`config.mk`:
```
export PLATFORM = sky130hd
export DESIGN_NAME = i2cshb_slave
export DESIGN_NICKNAME = d
export VERILOG_FILES = /design/src/core/i2cshb_pkg.sv /design/src/core/i2cshb_slave.sv
export SDC_FILE = /design/constraint.sdc
export NUM_CORES = 1
export LEC_CHECK = 0
export BUFFER_PORTS_ARGS = -buffer_cell sky130_fd_sc_hd__buf_2
export CAP_MARGIN = 15
export CORE_MARGIN = 1
export CORE_UTILIZATION = 35
export DETAILED_ROUTE_END_ITERATION = 10
export PLACE_DENSITY = 0.55
export SYNTH_ARGS = -nofsm -noshare
export SYNTH_HDL_FRONTEND = slang
export SYNTH_SLANG_ARGS = --single-unit
```
`constraint.sdc`:
```
create_clock -name clk_sys -period 4.65 [get_ports clk_sys]
set_input_delay 0.2325 -clock clk_sys [delete_from_list [all_inputs] [get_ports clk_sys]]
set_output_delay 0.2325 -clock clk_sys [all_outputs]
set_load 0.01 [all_outputs]
```
`src/core/i2cshb_pkg.sv`:
```
// Package with constants, carrier structs and state types of the I2C slave engine.
package i2cshb_pkg;

  localparam int I2CSHB_BYTE_BITS = 8;
  localparam logic [3:0] I2CSHB_CNT_BYTE = 4'h8;
  localparam logic [3:0] I2CSHB_CNT_ZERO = 4'h0;
  localparam logic [4:0] I2CSHB_TEN_HIGH = 5'h1E;
  localparam logic [7:0] I2CSHB_OWN_ADDR_RST = 8'h00;
  localparam logic [7:0] I2CSHB_BYTE_RST = 8'h00;
  localparam logic I2CSHB_CLK_REL_RST = 1'b1;

  typedef enum logic [2:0] {
    I2CSHB_IDLE,
    I2CSHB_ADDR,
    I2CSHB_RX,
    I2CSHB_ACK,
    I2CSHB_TX
  } i2cshb_phase_t;

  typedef struct packed {
    logic address_hold_enable;
    logic data_hold_enable;
    logic stretch_enable;
    logic slave_collision_detect_en;
    logic ten_bit_mode;
    logic ack_value_out;
  } i2cshb_cfg_t;

  typedef struct packed {
    logic irq_clear;
    logic release_set;
    logic buf_read;
    logic buf_write;
    logic addr_write;
    logic overflow_clear;
    logic collision_clear;
    logic [7:0] wdata;
  } i2cshb_sw_t;

  typedef struct packed {
    logic port_irq_flag;
    logic clock_release;
    logic ack_time_flag;
    logic buffer_full;
    logic receive_overflow;
    logic ack_received;
    logic bus_collision_flag;
    logic addr_refresh_flag;
    logic read_status;
    logic data_status;
    logic start_seen;
    logic stop_seen;
    logic [7:0] transfer_buffer;
    logic [7:0] own_address_reg;
  } i2cshb_status_t;

  typedef struct packed {
    logic scl_s1;
    logic scl_s2;
    logic scl_d;
    logic sda_s1;
    logic sda_s2;
    logic sda_d;
    i2cshb_phase_t phase;
    logic [3:0] cnt;
    logic [7:0] rx_shift;
    logic [7:0] shift_register;
    logic is_addr;
    logic hold_byte;
    logic nack;
    logic high_write;
    logic low_byte;
    logic ten_low_next;
    logic ten_full;
    logic sda_drive;
    logic scl_hold;
    i2cshb_status_t st;
  } i2cshb_state_t;

endpackage

```
`src/core/i2cshb_slave.sv`:
```
// I2C slave engine with address/data hold, slave transmit and 10-bit addressing.
// Notes on behaviour
// - With a hold enabled, flag set and clock released bit cleared after 8th fall.
// - Ack time flag shows whether the flag came before or after the ack slot.
// - In hold modes the ack slot drives the level software wrote.
// - Reading the receive buffer clears buffer full.
// - Flag set after 9th fall whenever an ack was sent, never after a nack.
// - With stretching enabled, SCL held after each received byte's ack.
// - Reception ends on a sent nack or a Stop; Stop is kept as status.
// - Matching read address sets read status, loads buffer, acks on 9th bit.
// - After acking a read, clock release cleared and SCL held.
// - Transmit write loads shift register; bits leave MSB first on falling SCL.
// - Master ack sampled on 9th rise; nack sends the engine idle.
// - In transmit the flag is set on each 9th falling edge.
// - Collision while sending with detection enabled sets collision flag and goes idle.
// - After a sent byte, stretch on master ack, release on nack, flag anyway.
// - Address hold on read address: release cleared and flag raised before ack.
// - Address hold read: again cleared and flagged after ack, stretched until data.
// - 10-bit high write address match sets address refresh flag, acks, flags.
// - Writes of own address register clear the address refresh flag; SCL stays held if clock release is cleared.
// - 10-bit data reception with stretching clears release after each byte.
// - 10-bit first byte compares against 11110, two upper bits, then zero unless the full 10-bit address already matched.
// - No ack for a byte arriving while buffer full or overflow is set.
// - Without any hold the ack is generated by hardware.
// - 7-bit matching ignores the low bit of the address byte.
`timescale 1ns/1ps
module i2cshb_slave (
  input wire logic clk_sys,
  input wire logic reset,
  input wire logic scl_in,
  output logic scl_out,
  output logic scl_oe,
  input wire logic sda_in,
  output logic sda_out,
  output logic sda_oe,
  input wire i2cshb_pkg::i2cshb_cfg_t cfg,
  input wire i2cshb_pkg::i2cshb_sw_t sw,
  output i2cshb_pkg::i2cshb_status_t status
);
  import i2cshb_pkg::*;

  i2cshb_state_t r;
  i2cshb_state_t next_r;
  logic fall;
  logic rise;
  logic start_cond;
  logic stop_cond;
  logic match;
  logic hi_match;
  logic [7:0] b;

  assign fall = r.scl_d & ~r.scl_s2;
  assign rise = ~r.scl_d & r.scl_s2;
  assign start_cond = r.scl_s2 & r.scl_d & r.sda_d & ~r.sda_s2;
  assign stop_cond = r.scl_s2 & r.scl_d & ~r.sda_d & r.sda_s2;
  assign b = r.rx_shift;
  assign hi_match = (b[7:3] == I2CSHB_TEN_HIGH) && (b[2:1] == r.st.own_address_reg[2:1]);

  always_comb begin
    if (cfg.ten_bit_mode) begin
      if (r.ten_low_next) begin
        match = (b == r.st.own_address_reg);
      end else begin
        match = hi_match && (!b[0] || r.ten_full);
      end
    end else begin
      match = (b[7:1] == r.st.own_address_reg[7:1]);
    end
  end

  always_comb begin
    next_r = r;
    next_r.scl_s1 = scl_in;
    next_r.scl_s2 = r.scl_s1;
    next_r.scl_d = r.scl_s2;
    next_r.sda_s1 = sda_in;
    next_r.sda_s2 = r.sda_s1;
    next_r.sda_d = r.sda_s2;

    // Software clears come first so that a hardware set in the same cycle wins.
    if (sw.irq_clear) begin
      next_r.st.port_irq_flag = 1'b0;
    end
    if (sw.release_set) begin
      next_r.st.clock_release = 1'b1;
    end
    if (sw.buf_read) begin
      next_r.st.buffer_full = 1'b0;
    end
    if (sw.overflow_clear) begin
      next_r.st.receive_overflow = 1'b0;
    end
    if (sw.collision_clear) begin
      next_r.st.bus_collision_flag = 1'b0;
    end
    if (sw.addr_write) begin
      next_r.st.own_address_reg = sw.wdata;
      next_r.st.addr_refresh_flag = 1'b0;
    end
    if (sw.buf_write) begin
      next_r.st.transfer_buffer = sw.wdata;
      next_r.shift_register = sw.wdata;
      next_r.st.buffer_full = 1'b1;
    end

    if (start_cond) begin
      next_r.phase = I2CSHB_ADDR;
      next_r.cnt = I2CSHB_CNT_ZERO;
      next_r.st.start_seen = 1'b1;
      next_r.st.stop_seen = 1'b0;
      next_r.st.ack_time_flag = 1'b0;
      next_r.ten_low_next = 1'b0;
    end else if (stop_cond) begin
      next_r.phase = I2CSHB_IDLE;
      next_r.st.stop_seen = 1'b1;
      next_r.st.start_seen = 1'b0;
      next_r.st.ack_time_flag = 1'b0;
      next_r.ten_low_next = 1'b0;
      next_r.ten_full = 1'b0;
    end else begin
      case (r.phase)
        I2CSHB_ADDR, I2CSHB_RX: begin
          // Bits are counted on rises so the SCL fall that closes a Start is not a bit.
          if (rise && r.cnt < I2CSHB_CNT_BYTE) begin
            next_r.rx_shift = {r.rx_shift[6:0], r.sda_s2};
            next_r.cnt = r.cnt + 4'h1;
          end
          if (fall) begin
            if (r.cnt == I2CSHB_CNT_BYTE) begin
              next_r.cnt = I2CSHB_CNT_BYTE;
              if (r.phase == I2CSHB_ADDR && !match) begin
                next_r.phase = I2CSHB_IDLE;
                if (cfg.ten_bit_mode && r.ten_low_next) begin
                  next_r.st.addr_refresh_flag = 1'b1;
                  next_r.st.port_irq_flag = 1'b1;
                end
              end else begin
                next_r.phase = I2CSHB_ACK;
                next_r.is_addr = (r.phase == I2CSHB_ADDR);
                next_r.low_byte = r.ten_low_next;
                next_r.high_write = cfg.ten_bit_mode && !r.ten_low_next && !b[0];
                next_r.nack = r.st.buffer_full | r.st.receive_overflow;
                next_r.st.data_status = (r.phase == I2CSHB_RX);
                if (r.phase == I2CSHB_ADDR) begin
                  next_r.st.read_status = r.ten_low_next ? 1'b0 : b[0];
                end
                if (r.st.buffer_full) begin
                  next_r.st.receive_overflow = 1'b1;
                end else begin
                  next_r.st.transfer_buffer = b;
                  next_r.st.buffer_full = 1'b1;
                end
                next_r.hold_byte = (r.phase == I2CSHB_ADDR) ? cfg.address_hold_enable :
                                   cfg.data_hold_enable;
                if (next_r.hold_byte) begin
                  next_r.st.port_irq_flag = 1'b1;
                  next_r.st.clock_release = 1'b0;
                  next_r.st.ack_time_flag = 1'b1;
                end
              end
            end
          end
        end
        I2CSHB_ACK: begin
          if (fall) begin
            next_r.st.ack_time_flag = 1'b0;
            next_r.cnt = I2CSHB_CNT_ZERO;
            if (r.sda_drive) begin
              next_r.st.port_irq_flag = 1'b1;
              if (r.is_addr && r.high_write) begin
                next_r.st.addr_refresh_flag = 1'b1;
                next_r.ten_low_next = 1'b1;
                next_r.phase = I2CSHB_ADDR;
              end else if (r.is_addr && r.st.read_status) begin
                next_r.st.clock_release = 1'b0;
                next_r.phase = I2CSHB_TX;
              end else begin
                if (r.low_byte) begin
                  next_r.ten_full = 1'b1;
                  next_r.ten_low_next = 1'b0;
                  next_r.st.addr_refresh_flag = 1'b1;
                end
                if (cfg.stretch_enable) begin
                  next_r.st.clock_release = 1'b0;
                end
                next_r.phase = I2CSHB_RX;
              end
            end else begin
              next_r.phase = I2CSHB_IDLE;
            end
          end
        end
        I2CSHB_TX: begin
          if (rise && r.cnt < I2CSHB_CNT_BYTE && !r.sda_drive && !r.sda_s2 &&
              cfg.slave_collision_detect_en) begin
            next_r.st.bus_collision_flag = 1'b1;
            next_r.phase = I2CSHB_IDLE;
          end else if (rise && r.cnt == I2CSHB_CNT_BYTE) begin
            next_r.st.ack_received = r.sda_s2;
          end else if (fall) begin
            if (r.cnt < I2CSHB_CNT_BYTE) begin
              next_r.shift_register = {r.shift_register[6:0], 1'b0};
              next_r.cnt = r.cnt + 4'h1;
            end else begin
              next_r.st.port_irq_flag = 1'b1;
              next_r.st.buffer_full = 1'b0;
              next_r.cnt = I2CSHB_CNT_ZERO;
              if (r.st.ack_received) begin
                next_r.phase = I2CSHB_IDLE;
              end else begin
                next_r.st.clock_release = 1'b0;
              end
            end
          end
        end
        I2CSHB_IDLE: begin
          next_r.cnt = I2CSHB_CNT_ZERO;
        end
        default: begin
          next_r.phase = I2CSHB_IDLE;
        end
      endcase
    end

    // Ack level: hardware ack without hold, software level with hold, never when full.
    next_r.sda_drive = 1'b0;
    if (next_r.phase == I2CSHB_ACK) begin
      next_r.sda_drive = !next_r.nack && (!next_r.hold_byte || !cfg.ack_value_out);
    end else if (next_r.phase == I2CSHB_TX && next_r.cnt < I2CSHB_CNT_BYTE) begin
      next_r.sda_drive = !next_r.shift_register[7];
    end
    // SCL is only grabbed once it is already low, so the high time is never cut short.
    next_r.scl_hold = (!next_r.st.clock_release || next_r.st.addr_refresh_flag) &&
                      (!r.scl_s2 || r.scl_hold);
  end

  always_ff @(posedge clk_sys or posedge reset) begin
    if (reset) begin
      r <= '0;
      r.scl_s1 <= 1'b1;
      r.scl_s2 <= 1'b1;
      r.scl_d <= 1'b1;
      r.sda_s1 <= 1'b1;
      r.sda_s2 <= 1'b1;
      r.sda_d <= 1'b1;
      r.phase <= I2CSHB_IDLE;
      r.rx_shift <= I2CSHB_BYTE_RST;
      r.shift_register <= I2CSHB_BYTE_RST;
      r.st.clock_release <= I2CSHB_CLK_REL_RST;
      r.st.transfer_buffer <= I2CSHB_BYTE_RST;
      r.st.own_address_reg <= I2CSHB_OWN_ADDR_RST;
    end else begin
      r <= next_r;
    end
  end

  assign scl_out = 1'b0;
  assign sda_out = 1'b0;
  assign scl_oe = r.scl_hold;
  assign sda_oe = r.sda_drive;
  assign status = r.st;

endmodule

```
==> results.ini, run 1 <==
[clock_network]
cts_buffers = 9
clock_latency_ns = 0.35
h_tree_level_count = 3
numClockSinks = 66
clock_tree_from_tritoncts = built
clkSlewWorstSetupHoldPaths_ns = 0.08
holdBufCountCts = 2
post_cts_resize_count = 0
clockRootBuffer = sky130_fd_sc_hd__clkbuf_8
clk_path_buf_depth = 2
post_cts_buffers = 0

[routing]
final_antenna_net_count = 0
avgRoutedWirePerCell_um = 16.1
initialDrtViolationCount = 198
detail_route.vias_per_cell = 5.13
num_vias = 2660
route.detailed.drc = 0
routed_wirelength_mm = 8.37
1st_pass_router_iterations = 4

[worst_hold_path]
holdCritPathClass = primary input to register
hold-path-cell-count = 2

[layout]
finish.cell_count_without_fillers = 519
final_layout_size_suffix_gt1_share_pct = 32.6
n_antenna_cell = 0
final_net_count = 409
area_growth_pct = 11.1
fin_util_pct = 40.9
layout.cell_area.non_filler_um2 = 4070

[sta]
rsz0062_at_grt = no
portion_of_the_clock_cycle_consumed_by_the_worst_path_in_the_final_layout_pct = 55.0
final.hold.worst_slack_ns = 0.0600
worst_slew_pin_slew_ns = 0.910
timing_hold_violations_final = 0
finalClockSkew_ns = 0.00752
report.final.slew_viol_count = 0
finalSetupViolCount = 0
timing.final.crit_period_ns = 2.56
accumulated_negative_setup_slack_ns = 0
slew_headroom_pct = 38.6
post-route-worst-setup-slack_ns = 2.09
fmax_mhz = 391

[synth]
ys_seq_elements = 66
synth_cell_types = 62
synthesis.area_um2 = 3660
postSynthCellCount = 355
yosysSeqAreaShare_pct = 45.3
synthTopCellsByArea = sky130_fd_sc_hd__dfrtp_1 (40%), sky130_fd_sc_hd__mux2_2 (11%), sky130_fd_sc_hd__buf_4 (6.1%)
synthFlopType = sky130_fd_sc_hd__dfrtp_1
post_synth_arst_share_pct = 100
syn_area_per_cell_um2 = 10.3
synth_area_leader_cell = sky130_fd_sc_hd__dfrtp_1
synth_top_area_share_pct = 40.3
post_synth_edffs = 0
yosysWarningCount = 0

[placement]
place_inst = 501
dpl-instance-area_um2 = 3830
pre_cts_ws_ns = 2.15
io_buffers = 54
routabilityCongestion = 0.856
place.detailed.hpwl_mm = 6.08

[global_route]
grt_resource_usage_total_pct = 16.4
initial_antenna_violation_count = 0
grt_start_max_net_pins = 67
gr-max-usage-layer = met2
grt.met3_usage_pct = 3.57
grt_overflow = 0
globalRouteMet1Util_pct = 23.1
first_pass_grt_wire_length_mm = 13.8
grt.met2_usage_pct = 24.3
grt_pass1_vias = 2699

[floorplan]
die_h_um = 104
floorplan.die_area_um2 = 10900
boundaryPins = 57
rows = 36
horizontal_extent_of_the_die_um = 104
initial_utilization_pct = 36.8
core_area_um2 = 9950

[pwr]
cellInternalPower_mw = 1.15
power_density_nw_per_um2 = 416
p_sw_share_pct = 32.3
comb_power_share_pct = 23.0
power.leakage_nw = 1.87
ir_drop_mv = 0.148
relative_contribution_of_sequential_cells_to_total_power_pct = 45.5
switching_power_uw = 547
power_frac_clock_pct = 31.5
p_total_mw = 1.69

[critical_path]
arrival_ns = 2.79
endpoint_kind = register
timing.critical_path.from_type = register
worst-endpoint-required_ns = 4.88
timing.critical_path.cells = nor3b_2 > o21ai_0 > a21o_1 > nand4_4 > mux2_2
worst_path_max_delay_cell = sky130_fd_sc_hd__nor3b_2
worst_r2r_path_depth = 5
path_max_fanout = 16
path_class = register to register
critPathMaxStageDelay_ns = 0.65

[run_status]
outcome = complete, no violations

[run]
drv.max_cap_violation_count = 0

per-layer routing:
layer  wire length, um  up-vias
met3               349        9
met5                 0        -
met4               114        0
met1              4250     1296
li1                  -     1281
met2              3650       74
cell usage after synthesis (2+ instances only):
cell	instances
sky130_fd_sc_hd__dfrtp_1	59
sky130_fd_sc_hd__mux2_2	35
sky130_fd_sc_hd__buf_4	30
sky130_fd_sc_hd__nor2_1	26
sky130_fd_sc_hd__nand2_1	24
sky130_fd_sc_hd__a21oi_1	19
sky130_fd_sc_hd__inv_1	16
sky130_fd_sc_hd__o21ai_0	13
sky130_fd_sc_hd__mux2i_1	11
sky130_fd_sc_hd__clkbuf_1	8
sky130_fd_sc_hd__nand2b_1	8
sky130_fd_sc_hd__nand3_1	8
sky130_fd_sc_hd__xor2_1	8
sky130_fd_sc_hd__dfstp_2	7
sky130_fd_sc_hd__a31oi_1	5
sky130_fd_sc_hd__and2_1	5
sky130_fd_sc_hd__buf_2	5
sky130_fd_sc_hd__nand4b_1	4
sky130_fd_sc_hd__nor2b_1	4
sky130_fd_sc_hd__nor3_1	4
sky130_fd_sc_hd__a211oi_1	3
sky130_fd_sc_hd__a21boi_0	3
sky130_fd_sc_hd__a32oi_1	3
sky130_fd_sc_hd__ha_1	3
sky130_fd_sc_hd__a21o_1	2
sky130_fd_sc_hd__and3_1	2
sky130_fd_sc_hd__nor3b_2	2
sky130_fd_sc_hd__o211ai_1	2
sky130_fd_sc_hd__o22ai_1	2
sky130_fd_sc_hd__o31ai_1	2
critical path, delay by kind of cell, from the launching register on:
family / cells / cell delay (ns)
multiplexers: 1 / 0.36
AND/OR/NAND/NOR: 2 / 0.92
AO/OA/AOI/OAI: 2 / 0.54
flip-flops: 1 / 0.61
area by class of cell:
| type | count | area (um^2) |
|---|---|---|
| Timing Repair Buffer | 57 | 298 |
| Sequential cell | 66 | 1660 |
| Clock inverter | 7 | 93.8 |
| Tap cell | 133 | 166 |
| Multi-Input combinational cell | 231 | 1670 |
| Clock buffer | 9 | 124 |
| Fill cell | 964 | 5890 |
| Inverter | 16 | 60.1 |
worst paths after layout:
| check | start | endpoint | slack, ns |
|---|---|---|---|
| max | r[57] | status[9] | 2.09 |
| min | sw[9] | status[23] | 0.06 |
| max reg2reg | r[57] | status[9] | 2.09 |
| min reg2reg | next_r[61] | next_r[60] | 0.36 |
| max in group asynchronous | reset | status[21] | 3.98 |
| min in group asynchronous | reset | status[5] | 0.12 |
flip-flops by register name, indices dropped and copies added (netlist names):
signal,count
next_r,4
r,24
sda_oe,1
scl_oe,1
status,28
b,8
placed cells by master, fill, tap and decap left out, types with 5 or more instances in the layout:
cell type | Yosys | routed
sky130_fd_sc_hd__and2_1 | 5 | 5
sky130_fd_sc_hd__inv_1 | 16 | 15
sky130_fd_sc_hd__a21oi_1 | 19 | 19
sky130_fd_sc_hd__xor2_1 | 8 | 8
sky130_fd_sc_hd__o21ai_0 | 13 | 13
sky130_fd_sc_hd__dfrtp_1 | 59 | 59
sky130_fd_sc_hd__clkbuf_8 | 0 | 9
sky130_fd_sc_hd__nand3_1 | 8 | 8
sky130_fd_sc_hd__mux2_2 | 35 | 35
sky130_fd_sc_hd__buf_2 | 5 | 54
sky130_fd_sc_hd__nand2b_1 | 8 | 8
sky130_fd_sc_hd__a31oi_1 | 5 | 5
sky130_fd_sc_hd__nand2_1 | 24 | 24
sky130_fd_sc_hd__nor2_1 | 26 | 26
sky130_fd_sc_hd__dfstp_2 | 7 | 7
sky130_fd_sc_hd__mux2i_1 | 11 | 11
power by group through the flow:
stage	Clock (mW)	Sequential [mW]	Combinational, mW
2_1_floorplan	0	0.746	0.329
3_3_place_gp	0	0.779	0.389
3_5_place_dp	0	0.782	0.390
4_1_cts	0.549	0.771	0.394
5_1_grt	0.579	0.788	0.439
6_report	0.533	0.771	0.390
logic make-up after synthesis:
family                     count (synthesis)  synth area share [%]
buffers and inverters                     59                  9.29
adders and majority gates                  3                  1.03
xor gates and xnor gates                   9                  2.15
muxes                                     46                  13.8
AOI/OAI and AO/OA                         70                  13.2
other                                      1                 0.102
DFF                                       66                  45.3
and+or+nand+nor                          101                  15.1
Power figures use the tool's default switching activity.
==> inputs of run 2 (changes only) <==
==> constraint.sdc (replaced) <==
create_clock -name clk_sys -period 2.5 [get_ports clk_sys]
set_input_delay 0.125 -clock clk_sys [delete_from_list [all_inputs] [get_ports clk_sys]]
set_output_delay 0.125 -clock clk_sys [all_outputs]
set_load 0.01 [all_outputs]
==> results.ini, run 2 (synthesis results as in run 1) <==
[clock_network]
numClockSinks = 66
post_cts_buffers = 0
h_tree_level_count = 3
clk_path_buf_depth = 2
cts_buffers = 9
clock_latency_ns = 0.34
clockRootBuffer = sky130_fd_sc_hd__clkbuf_8
clkSlewWorstSetupHoldPaths_ns = 0.08
clock_tree_from_tritoncts = built

[pwr]
power.leakage_nw = 1.95
switching_power_mw = 1.01
relative_contribution_of_sequential_cells_to_total_power_pct = 44.3
comb_power_share_pct = 23.9
p_sw_share_pct = 31.6
ir_drop_mv = 0.334
cellInternalPower_mw = 2.19
power_frac_clock_pct = 31.8
power_density_nw_per_um2 = 759

[global_route]
initial_antenna_violation_count = 0
grt_resource_usage_total_pct = 17.4
grt_pass1_vias = 2832
first_pass_grt_wire_length_mm = 14.8
grt_overflow = 0
grt_start_max_net_pins = 67

[sta]
finalClockSkew_ns = 0.0130
timing_hold_violations_final = 0
final.hold.worst_slack_ns = 0.0408
timing.final.crit_period_ns = 2.30
accumulated_negative_setup_slack_ns = 0
worst_slew_pin_slew_ns = 0.484
fmax_mhz = 435
report.final.slew_viol_count = 0
finalSetupViolCount = 0
portion_of_the_clock_cycle_consumed_by_the_worst_path_in_the_final_layout_pct = 92.0
rsz0062_at_grt = no
slew_headroom_pct = 67.3

[floorplan]
core_area_um2 = 9950
rows = 36
boundaryPins = 57
initial_utilization_pct = 36.8
die_h_um = 104
horizontal_extent_of_the_die_um = 104
floorplan.die_area_um2 = 10900

[routing]
avgRoutedWirePerCell_um = 16.4
route.detailed.drc = 0
1st_pass_router_iterations = 5
num_vias = 2737
detail_route.vias_per_cell = 5.12
initialDrtViolationCount = 122
routed_wirelength_mm = 8.75
final_antenna_net_count = 0

[critical_path]
path_class = register to register
endpoint_kind = register
worst_r2r_path_depth = 6
critPathMaxStageDelay_ns = 0.46
timing.critical_path.from_type = register
path_max_fanout = 9
cpLargestDelayFamily = simple AND/OR/NAND/NOR gates
arrival_ns = 2.52
worst_path_max_delay_cell = sky130_fd_sc_hd__dfrtp_1
worst-path-buf-inv = 1
critical_path_cell_count = 6
worst-endpoint-required_ns = 2.72
timing.critical_path.cells = buf_4 > nor3b_2 > o21ai_0 > a21o_1 > nand4_4 > mux2_2

[layout]
largest_register_ff_count = 28
area_growth_pct = 15.1
n_antenna_cell = 0
final_net_count = 425
filler_cell_count = 990
mostFrequentLayoutCell = sky130_fd_sc_hd__dfrtp_1
layout_common_cells = sky130_fd_sc_hd__dfrtp_1 (59), sky130_fd_sc_hd__buf_2 (54), sky130_fd_sc_hd__mux2_2 (35), sky130_fd_sc_hd__nor2_1 (26), sky130_fd_sc_hd__nand2_1 (24)
final_layout_size_suffix_gt1_share_pct = 34.6
finish.cell_count_without_fillers = 535

[placement]
place.detailed.hpwl_mm = 6.48
routabilityCongestion = 0.859
place_inst = 514
io_buffers = 54

[worst_hold_path]
hold-path-cell-count = 2
holdCritPathClass = primary input to register

[run_status]
outcome = complete, no violations

[run]
drv.max_cap_violation_count = 0

## run 2: stage by stage
stage               setup WS [ns]  total power, mW  utilization, %  instance area, um^2
finish                      0.200             3.20            42.3                 4220
global route               0.0879             3.41            42.3                 4220
CTS                         0.197             3.24            42.3                 4220
detailed placement          0.235             2.20            39.6                 3940
global placement            0.282             2.20            39.6                 3940
floorplan                   0.583             2.00               -                 3670
## run 2: path summary, 6_finish.rpt
check                           start          to  slack, ns
max reg2reg                     r[58]   status[8]       0.20
max in group asynchronous       reset       r[63]       1.77
min reg2reg                next_r[64]  next_r[63]       0.36
min in group asynchronous       reset   status[6]       0.41
max                             r[58]   status[8]       0.20
min                             sw[7]   status[7]       0.04
## run 2: power groups by stage
stage	logic [mW]	clock network [mW]	registers, mW
2_1_floorplan	0.613	0	1.39
3_3_place_gp	0.758	0	1.44
6_report	0.764	1.02	1.42
4_1_cts	0.773	1.05	1.42
3_5_place_dp	0.761	0	1.44
5_1_grt	0.855	1.10	1.45
## run 2: routing by layer
| layer | up-vias | wire, um | track usage, % |
|---|---|---|---|
| li1 | 1312 | - | - |
| met2 | 60 | 3860 | 26.7 |
| met4 | 0 | 121 | 5.10 |
| met5 | - | 0 | 0 |
| met3 | 10 | 333 | 3.38 |
| met1 | 1355 | 4440 | 24.7 |
## run 2: layout make-up
type,instances,area [um^2],area share (%)
well taps,133,166,3.95
clock inverters,6,87.6,2.08
multi-input cells,231,1670,39.5
repair buffers,73,438,10.4
inverters,16,60.1,1.42
flip-flops and latches,66,1660,39.4
clock buffers,10,138,3.27
## run 2: timing repair
item / CTS / global route
hold endpoints to repair: 63 / 0
resized for setup: 0 / 0
hold buffers: 5 / 0
